`config.mk`:
```
export PLATFORM = sky130hd
export DESIGN_NAME = pmm_poller
export DESIGN_NICKNAME = d
export VERILOG_FILES = /design/src/design/pmm_pkg.sv /design/src/design/pmm_link.sv /design/src/design/pmm_poller.sv
export VERILOG_INCLUDE_DIRS = /design/src /design/src/design
export SDC_FILE = /design/constraint.sdc
export NUM_CORES = 1
export LEC_CHECK = 0
export BUFFER_PORTS_ARGS = -buffer_cell sky130_fd_sc_hd__buf_2
export CORE_UTILIZATION = 25
export CTS_CLUSTER_DIAMETER = 50
export DETAILED_ROUTE_END_ITERATION = 12
export GPL_TIMING_DRIVEN = 1
export SETUP_SLACK_MARGIN = 0.15
export SLEW_MARGIN = 20
export SYNTH_ARGS = -nofsm -noshare
export SYNTH_HDL_FRONTEND = slang
export SYNTH_HIERARCHICAL = 1
export SYNTH_SLANG_ARGS = --single-unit
export TNS_END_PERCENT = 5
```
`constraint.sdc`:
```
create_clock -name ref_clk -period 5.4 [get_ports ref_clk]
set_input_delay 1.62 -clock ref_clk [delete_from_list [all_inputs] [get_ports ref_clk]]
set_output_delay 1.62 -clock ref_clk [all_outputs]
set_load 0.01 [all_outputs]
```
`src/design/pmm_params.svh`:
```
// Constants for the power manager monitor poller.
// Assumes a 10 MHz ref_clk; included by bare name.
`ifndef PMM_PARAMS_SVH
`define PMM_PARAMS_SVH
`define PMM_CLK_HZ 10000000
`define PMM_REFRESH_MS 1000
`define PMM_REFRESH_CYC ((`PMM_CLK_HZ / 1000) * `PMM_REFRESH_MS)
`define PMM_HOLD_MS 150
`define PMM_VOLT_W 12
`define PMM_CURR_W 8
`define PMM_TEMP_W 8
`define PMM_FRAME_W 28
`define PMM_STAT_W 8
`define PMM_NCONV 4
`define PMM_NGROUP 2
`define PMM_BIT_DIV 40
`endif

```
`src/design/pmm_pkg.sv`:
```
// Types shared by the poller and its converter link shifter.
// Assumes pmm_params.svh is on the include path.
`include "pmm_params.svh"
package pmm_pkg;
    // One converter reading as stored in the monitor registers
    typedef struct packed {
        logic [`PMM_VOLT_W-1:0] volt;
        logic [`PMM_CURR_W-1:0] curr;
        logic [`PMM_TEMP_W-1:0] temp;
    } pmm_reading_s;
    // Per-group options
    typedef struct packed {
        logic auto_on;
        logic p_mon;
        logic s_mon;
    } pmm_group_opt_s;
    typedef enum logic [1:0] {PMM_Q_PARAM, PMM_Q_STATUS} pmm_query_e;
endpackage

```
`src/design/pmm_link.sv`:
```
// Serial shifter for the converter-side bus: sends a query byte, receives a reply frame.
// Assumes link_clk and link_din are asynchronous pins, sampled here on ref_clk.
`timescale 1ns/1ns
module pmm_link
    import pmm_pkg::*;
(
    // Clock and reset
    input wire logic ref_clk,
    input wire logic rst,
    // Request side
    input wire logic start,
    input wire logic [7:0] query,
    output logic busy,
    output logic done,
    output logic [`PMM_FRAME_W-1:0] frame,
    // Pins
    input wire logic link_clk,
    input wire logic link_din,
    output logic link_dout,
    output logic link_oe
);
    typedef enum {LK_IDLE, LK_SEND, LK_RECV} pmm_lk_e;
    pmm_lk_e st_reg; // Shifter state
    logic [1:0] clk_sync_reg; // Link clock synchroniser
    logic [1:0] din_sync_reg; // Data synchroniser
    logic clk_prev_reg; // Last synced clock, for edge find
    logic [5:0] cnt_reg; // Bit counter
    logic [7:0] sh_reg; // Outgoing shift
    logic [`PMM_FRAME_W-1:0] rx_reg; // Incoming shift
    wire rise = clk_sync_reg[1] & ~clk_prev_reg;
    wire fall = ~clk_sync_reg[1] & clk_prev_reg;
    ////////////////////////////////////////////////////////////////
    // Synchronisers: first stage read only by second stage
    always_ff @(posedge ref_clk) begin
        clk_sync_reg <= {clk_sync_reg[0], link_clk};
        din_sync_reg <= {din_sync_reg[0], link_din};
        clk_prev_reg <= clk_sync_reg[1];
    end
    ////////////////////////////////////////////////////////////////
    // Send on falling edges, sample on rising edges
    always_ff @(posedge ref_clk) begin
        done <= 1'b0;
        if (rst) begin
            st_reg <= LK_IDLE;
            cnt_reg <= 6'h00;
            sh_reg <= 8'h00;
            rx_reg <= '0;
            frame <= '0;
            link_dout <= 1'b0;
            link_oe <= 1'b0;
        end else begin
            case (st_reg)
                LK_IDLE: begin
                    // The raised enable is the request: the converters clock only after it
                    link_oe <= start;
                    if (start) begin
                        // First bit stands before the first rising edge
                        link_dout <= query[7];
                        sh_reg <= {query[6:0], 1'b0};
                        cnt_reg <= 6'($bits(query) - 1);
                        st_reg <= LK_SEND;
                    end
                end
                LK_SEND: begin
                    if (fall) begin
                        if (cnt_reg == 6'h00) begin
                            // Release the line before the reply
                            link_oe <= 1'b0;
                            cnt_reg <= 6'(`PMM_FRAME_W);
                            st_reg <= LK_RECV;
                        end else begin
                            link_dout <= sh_reg[7];
                            sh_reg <= {sh_reg[6:0], 1'b0};
                            cnt_reg <= cnt_reg - 6'h01;
                        end
                    end
                end
                LK_RECV: begin
                    link_oe <= 1'b0;
                    if (rise && cnt_reg != 6'h00) begin
                        rx_reg <= {rx_reg[`PMM_FRAME_W-2:0], din_sync_reg[1]};
                        cnt_reg <= cnt_reg - 6'h01;
                    end
                    if (fall && cnt_reg == 6'h00) begin
                        // Finish on the closing fall, so a following query never sees it as a shift edge
                        frame <= rx_reg;
                        done <= 1'b1;
                        st_reg <= LK_IDLE;
                    end
                end
                default: st_reg <= LK_IDLE;
            endcase
        end
    end
    assign busy = (st_reg != LK_IDLE);
endmodule

```
`src/design/pmm_poller.sv`:
```
// Power manager monitor poller: periodic converter polling, monitor registers, host hold.
// Assumes host I2C logic sits outside and obeys i2c_hold; converters answer on link pins.
`timescale 1ns/1ns
module pmm_poller
    import pmm_pkg::*;
#(
    parameter int NCONV = `PMM_NCONV,
    parameter int NGROUP = `PMM_NGROUP,
    parameter int REFRESH_CYC = `PMM_REFRESH_CYC
)
(
    // Clock and reset
    input wire logic ref_clk,
    input wire logic rst,
    // Per-group options and membership
    input wire pmm_group_opt_s [NGROUP-1:0] group_opt,
    input wire logic [NCONV-1:0] conv_group,
    input wire logic [NCONV-1:0] conv_configured,
    input wire logic intermediate_bus_power,
    // Power-good pin, one per converter, asynchronous
    input wire logic [NCONV-1:0] pgood_n,
    // Host I2C arbitration
    input wire logic i2c_req,
    output logic i2c_hold,
    // Converter-side bus pins
    input wire logic link_clk,
    input wire logic link_din,
    output logic link_dout,
    output logic link_oe,
    // Monitor registers and status
    output pmm_reading_s [NCONV-1:0] monitor_value,
    output logic [NCONV-1:0][`PMM_STAT_W-1:0] status_value,
    output logic [NCONV-1:0] pgood_lost,
    output logic [NGROUP-1:0] group_on,
    output logic refresh_pulse
);
    typedef enum {PL_IDLE, PL_PICK, PL_PARAM, PL_STAT, PL_NEXT} pmm_pl_e;
    pmm_pl_e st_reg; // Poll state
    logic [31:0] tick_reg; // Refresh period counter
    logic [3:0] idx_reg; // Converter under poll
    logic start_reg; // Query launch
    logic [7:0] query_reg; // Query code with address
    logic [NCONV-1:0][1:0] pg_sync_reg; // Power-good synchronisers
    wire lk_busy;
    wire lk_done;
    wire [`PMM_FRAME_W-1:0] lk_frame;
    // Group option of the converter under poll
    wire pmm_group_opt_s cur_opt = group_opt[conv_group[idx_reg[$clog2(NCONV)-1:0]]];
    wire period_end = (tick_reg == 32'(REFRESH_CYC - 1));
    ////////////////////////////////////////////////////////////////
    // Converter link shifter
    pmm_link u_link (
        .ref_clk(ref_clk),
        .rst(rst),
        .start(start_reg),
        .query(query_reg),
        .busy(lk_busy),
        .done(lk_done),
        .frame(lk_frame),
        .link_clk(link_clk),
        .link_din(link_din),
        .link_dout(link_dout),
        .link_oe(link_oe)
    );
    ////////////////////////////////////////////////////////////////
    // Refresh period: one second at 10 MHz
    always_ff @(posedge ref_clk) begin
        if (rst) begin
            tick_reg <= 32'h0;
            refresh_pulse <= 1'b0;
        end else begin
            tick_reg <= period_end ? 32'h0 : tick_reg + 32'h1;
            refresh_pulse <= period_end;
        end
    end
    ////////////////////////////////////////////////////////////////
    // Poll sequencer: ascending addresses, one at a time
    always_ff @(posedge ref_clk) begin
        start_reg <= 1'b0;
        if (rst) begin
            st_reg <= PL_IDLE;
            idx_reg <= 4'h0;
            query_reg <= 8'h00;
            monitor_value <= '0;
            status_value <= '0;
        end else begin
            case (st_reg)
                PL_IDLE: begin
                    if (period_end) begin
                        idx_reg <= 4'h0;
                        st_reg <= PL_PICK;
                    end
                end
                PL_PICK: begin
                    // Options are looked up by group, never by converter
                    if (cur_opt.p_mon) begin
                        query_reg <= {PMM_Q_PARAM, 2'b00, idx_reg};
                        start_reg <= 1'b1;
                        st_reg <= PL_PARAM;
                    end else if (cur_opt.s_mon) begin
                        query_reg <= {PMM_Q_STATUS, 2'b00, idx_reg};
                        start_reg <= 1'b1;
                        st_reg <= PL_STAT;
                    end else begin
                        st_reg <= PL_NEXT;
                    end
                end
                PL_PARAM: begin
                    if (lk_done) begin
                        // Reply carries 12-bit volt, 8-bit current, 8-bit temperature
                        monitor_value[idx_reg] <= lk_frame;
                        if (cur_opt.s_mon) begin
                            query_reg <= {PMM_Q_STATUS, 2'b00, idx_reg};
                            start_reg <= 1'b1;
                            st_reg <= PL_STAT;
                        end else begin
                            st_reg <= PL_NEXT;
                        end
                    end
                end
                PL_STAT: begin
                    if (lk_done) begin
                        status_value[idx_reg] <= lk_frame[`PMM_STAT_W-1:0];
                        st_reg <= PL_NEXT;
                    end
                end
                PL_NEXT: begin
                    if (idx_reg == 4'(NCONV - 1)) begin
                        st_reg <= PL_IDLE;
                    end else begin
                        idx_reg <= idx_reg + 4'h1;
                        st_reg <= PL_PICK;
                    end
                end
                default: st_reg <= PL_IDLE;
            endcase
        end
    end
    ////////////////////////////////////////////////////////////////
    // Host hold: converter-side traffic wins; long polls need a patient host
    always_ff @(posedge ref_clk) begin
        if (rst) begin
            i2c_hold <= 1'b0;
        end else begin
            i2c_hold <= i2c_req & (lk_busy | start_reg);
        end
    end
    ////////////////////////////////////////////////////////////////
    // Power-good watch runs always, independent of status option
    always_ff @(posedge ref_clk) begin
        if (rst) begin
            pg_sync_reg <= '0;
            pgood_lost <= '0;
        end else begin
            for (int i = 0; i < NCONV; i++) begin
                pg_sync_reg[i] <= {pg_sync_reg[i][0], pgood_n[i]};
                pgood_lost[i] <= pg_sync_reg[i][1];
            end
        end
    end
    ////////////////////////////////////////////////////////////////
    // Auto-on per group
    genvar g;
    generate
        for (g = 0; g < NGROUP; g++) begin : gen_auto
            wire all_cfg;
            logic [NCONV-1:0] member;
            always_comb begin
                for (int i = 0; i < NCONV; i++) begin
                    member[i] = (int'(conv_group[i]) == g);
                end
            end
            assign all_cfg = &(conv_configured | ~member);
            always_ff @(posedge ref_clk) begin
                if (rst) begin
                    group_on[g] <= 1'b0;
                end else if (group_opt[g].auto_on & intermediate_bus_power & all_cfg) begin
                    group_on[g] <= 1'b1;
                end else if (!intermediate_bus_power) begin
                    group_on[g] <= 1'b0;
                end
            end
        end
    endgenerate
    // Share duty, setpoint tracking, temperature correction and continuous
    // measurement live inside each converter; readings arrive already corrected.
endmodule

```
==> out/qor.yml <==
yosysUniqueCellTypes: 67
cts_setup_buffers: 0
critPathArrivalTime_ps: 3370
switchingPower_mw: 1.37
dp_slack_ps: 1880
cts.sinks: 287
critPathRequiredTime_ps: 5820
grt_usage_pct: 13.4
worstPathCellList: "buf_2, mux4_2, mux2_4, o31ai_4, mux2i_1, nor2_1"
sw_frac_of_total_pct: 26.5
clock_latency_ps: 570
design_area_mm2: 0.0136
setup_viol: 0
viasPerCell: 4.57
dr.pass1.iters: 7
async_flop_share_pct: 0
hold_viol: 0
setup_ws_ps: 2450
cp.depth: 6
drc: 0
p_int_mw: 3.80
grt_max_degree: 106
synth_area_per_cell_um2: 8.45
reg2reg_depth: 6
final_antenna_net_count: 0
area_growth_syn_to_layout_pct: 24.2
worst_slew_pin_slew_ps: 932
p_per_area_mw_per_mm2: 379
h-tree-depth: 2
synthesis.instances: 1297
yosys_warnings: 6
ys_seq_elements: 287
drt-wirelength-per-cell_um: 14.8
largest_register_ffs: 112
grt-ovfl-total: 0
period_needed_ps: 2950
synth.area.top_cells: "dfxtp_1 52%, nand2_1 12%, a21oi_1 8.4%, mux2i_1 3.9%, nor2_1 3.0%"
netlist_top_cells_count: "353 x nand2_1, 287 x dfxtp_1, 185 x a21oi_1"
fillCellCount: 4606
setup_tns_ps: 0
core_area_mm2: 0.0432
combPwrFrac_pct: 8.4
start_util_pct: 25.4
clkTransAtPathRegs_ps: 60
pwr-share-seq_pct: 42.5
hpwlAfterDp_um: 19400
ir_drop_mv: 0.234
cts_made_buffers: 40
rsz0062_at_grt: "no"
grt_pass1_wl_um: 47100
nets: 1476
die_h_um: 211
clk_path_buf_depth: 3
cts_tree: "yes"
cp-end-kind: "flip-flop"
worstPathMaxFanout: 8
max_freq_mhz: 339
period_share_pct: 54.6
ctsResizeCount: 0
critPathLaunchType: "primary input"
p_clk_share_pct: 49.1
yosysMostFrequentCell: "nand2_1"
synth_area_mm2: 0.0110
max_slew_margin_pct: 37.4
drive_above_1_share_pct: 18.2
slowest_stage: "mux4_2"
synth-edff-count: 0
max_stage_delay_ps: 520
drtIter0Drc: 655
vias: 9405
placementRows: 76
ys_seq_area_share_pct: 52.4
port_buffers: 177
placed_cell_area_mm2: 0.0123
synth_nets: 1331
min_delay_path_depth: 0
drv_cap: 0
yosysTopAreaCell: "dfxtp_1"
fin_util_pct: 31.5
cp_top_family: "multiplexers"
yosysTopAreaCellShare_pct: 52.4
criticalPathCategory: "primary input to flip-flop"
multi_input_comb_area_mm2: 0.00479
leakage_nw: 5.40
routabilityCongestion: 0.773
clock_skew_ps: 26.0
first_global_vias: 8652
grt_antenna_before_repair: 0
ios: 178
synth_ff_type: "dfxtp_1"
path_buf_inv: 1
cts_root_buffer: "clkbuf_16"
worstHoldPathType: "flip-flop to flip-flop"
die_area_mm2: 0.0447
finalMaxSlewViolations: 0
routed_wl_um: 30500
status: "finished, final reports clean"
n_antenna_cell: 0
ff_latch_area_mm2: 0.00575
die_w_um: 211
hold_buffers: 0
## worst reg2reg max path, delay by kind of cell (launching register included)
family | cells | cell delay [ps]
compound gates | 1 | 60
buf+inv | 1 | 460
flops | 1 | 560
simple gates | 4 | 1710
## layer usage
metal | global-route usage (%) | vias up | part of all wire [%]
met5 | 0 | - | 0
met4 | 4.52 | 0 | 2.5
met3 | 3.34 | 60 | 6.4
met2 | 21.6 | 257 | 45
met1 | 17.3 | 4441 | 46
li1 | - | 4647 | -
## stage by stage
step | hold slack [ps] | cells | total power, mW
after floorplan | 310 | 1297 | 2.58
after global placement | 317 | 1985 | 2.66
after detailed placement | 313 | 1985 | 2.67
after CTS | 319 | 2056 | 5.25
after global routing | 341 | 2056 | 5.40
final | 318 | 2056 | 5.16
## final timing paths
check / from / to / slack [ps]
setup / recovery: conv_group[3] / query_reg[3] / 2450
hold / removal: u_link/din_sync_reg[0] / u_link/din_sync_reg[1] / 320
setup reg to reg: st_reg[1] / monitor_value[6] / 2460
hold reg to reg: u_link/din_sync_reg[0] / u_link/din_sync_reg[1] / 320
## cells by family (layout without fill, tap and decap cells)
group           count (synthesis)  in the layout  share of synthesized area (%)
simple gates                  575            575                           22.8
flops                         287            287                           52.4
compound gates                241            241                           12.8
buf+inv                       106            280                           3.92
mux                            46             46                           4.37
xor+xnor                       32             32                           2.56
fa+ha+maj                      10             10                           1.14
## placed cells by master (no fill, tap or decap), types with 19 or more instances in the layout
| master | count |
|---|---|
| nand2_1 | 353 |
| dfxtp_1 | 287 |
| a21oi_1 | 185 |
| buf_2 | 176 |
| nor2_1 | 89 |
| mux2i_1 | 43 |
| clkbuf_16 | 40 |
| nand3_1 | 25 |
| inv_1 | 21 |
| xnor2_1 | 19 |
## power by group through the flow
| stage | sequential, mW | clock, mW | combinational, mW |
|---|---|---|---|
| after floorplan | 2.23 | 0 | 0.346 |
| after global placement | 2.24 | 0 | 0.419 |
| after detailed placement | 2.24 | 0 | 0.432 |
| after CTS | 2.19 | 2.62 | 0.434 |
| after global routing | 2.20 | 2.71 | 0.483 |
| final | 2.20 | 2.53 | 0.434 |
## area by class of cell
class,instances,area share [%]
clock buffers,51,7.80
well taps,585,5.38
flip-flops and latches,287,42.2
clock inverters,20,1.70
inverters,21,0.579
multi-input cells,904,35.2
repair buffers,188,7.18
Note: power is estimated with default switching activity, not from simulation.
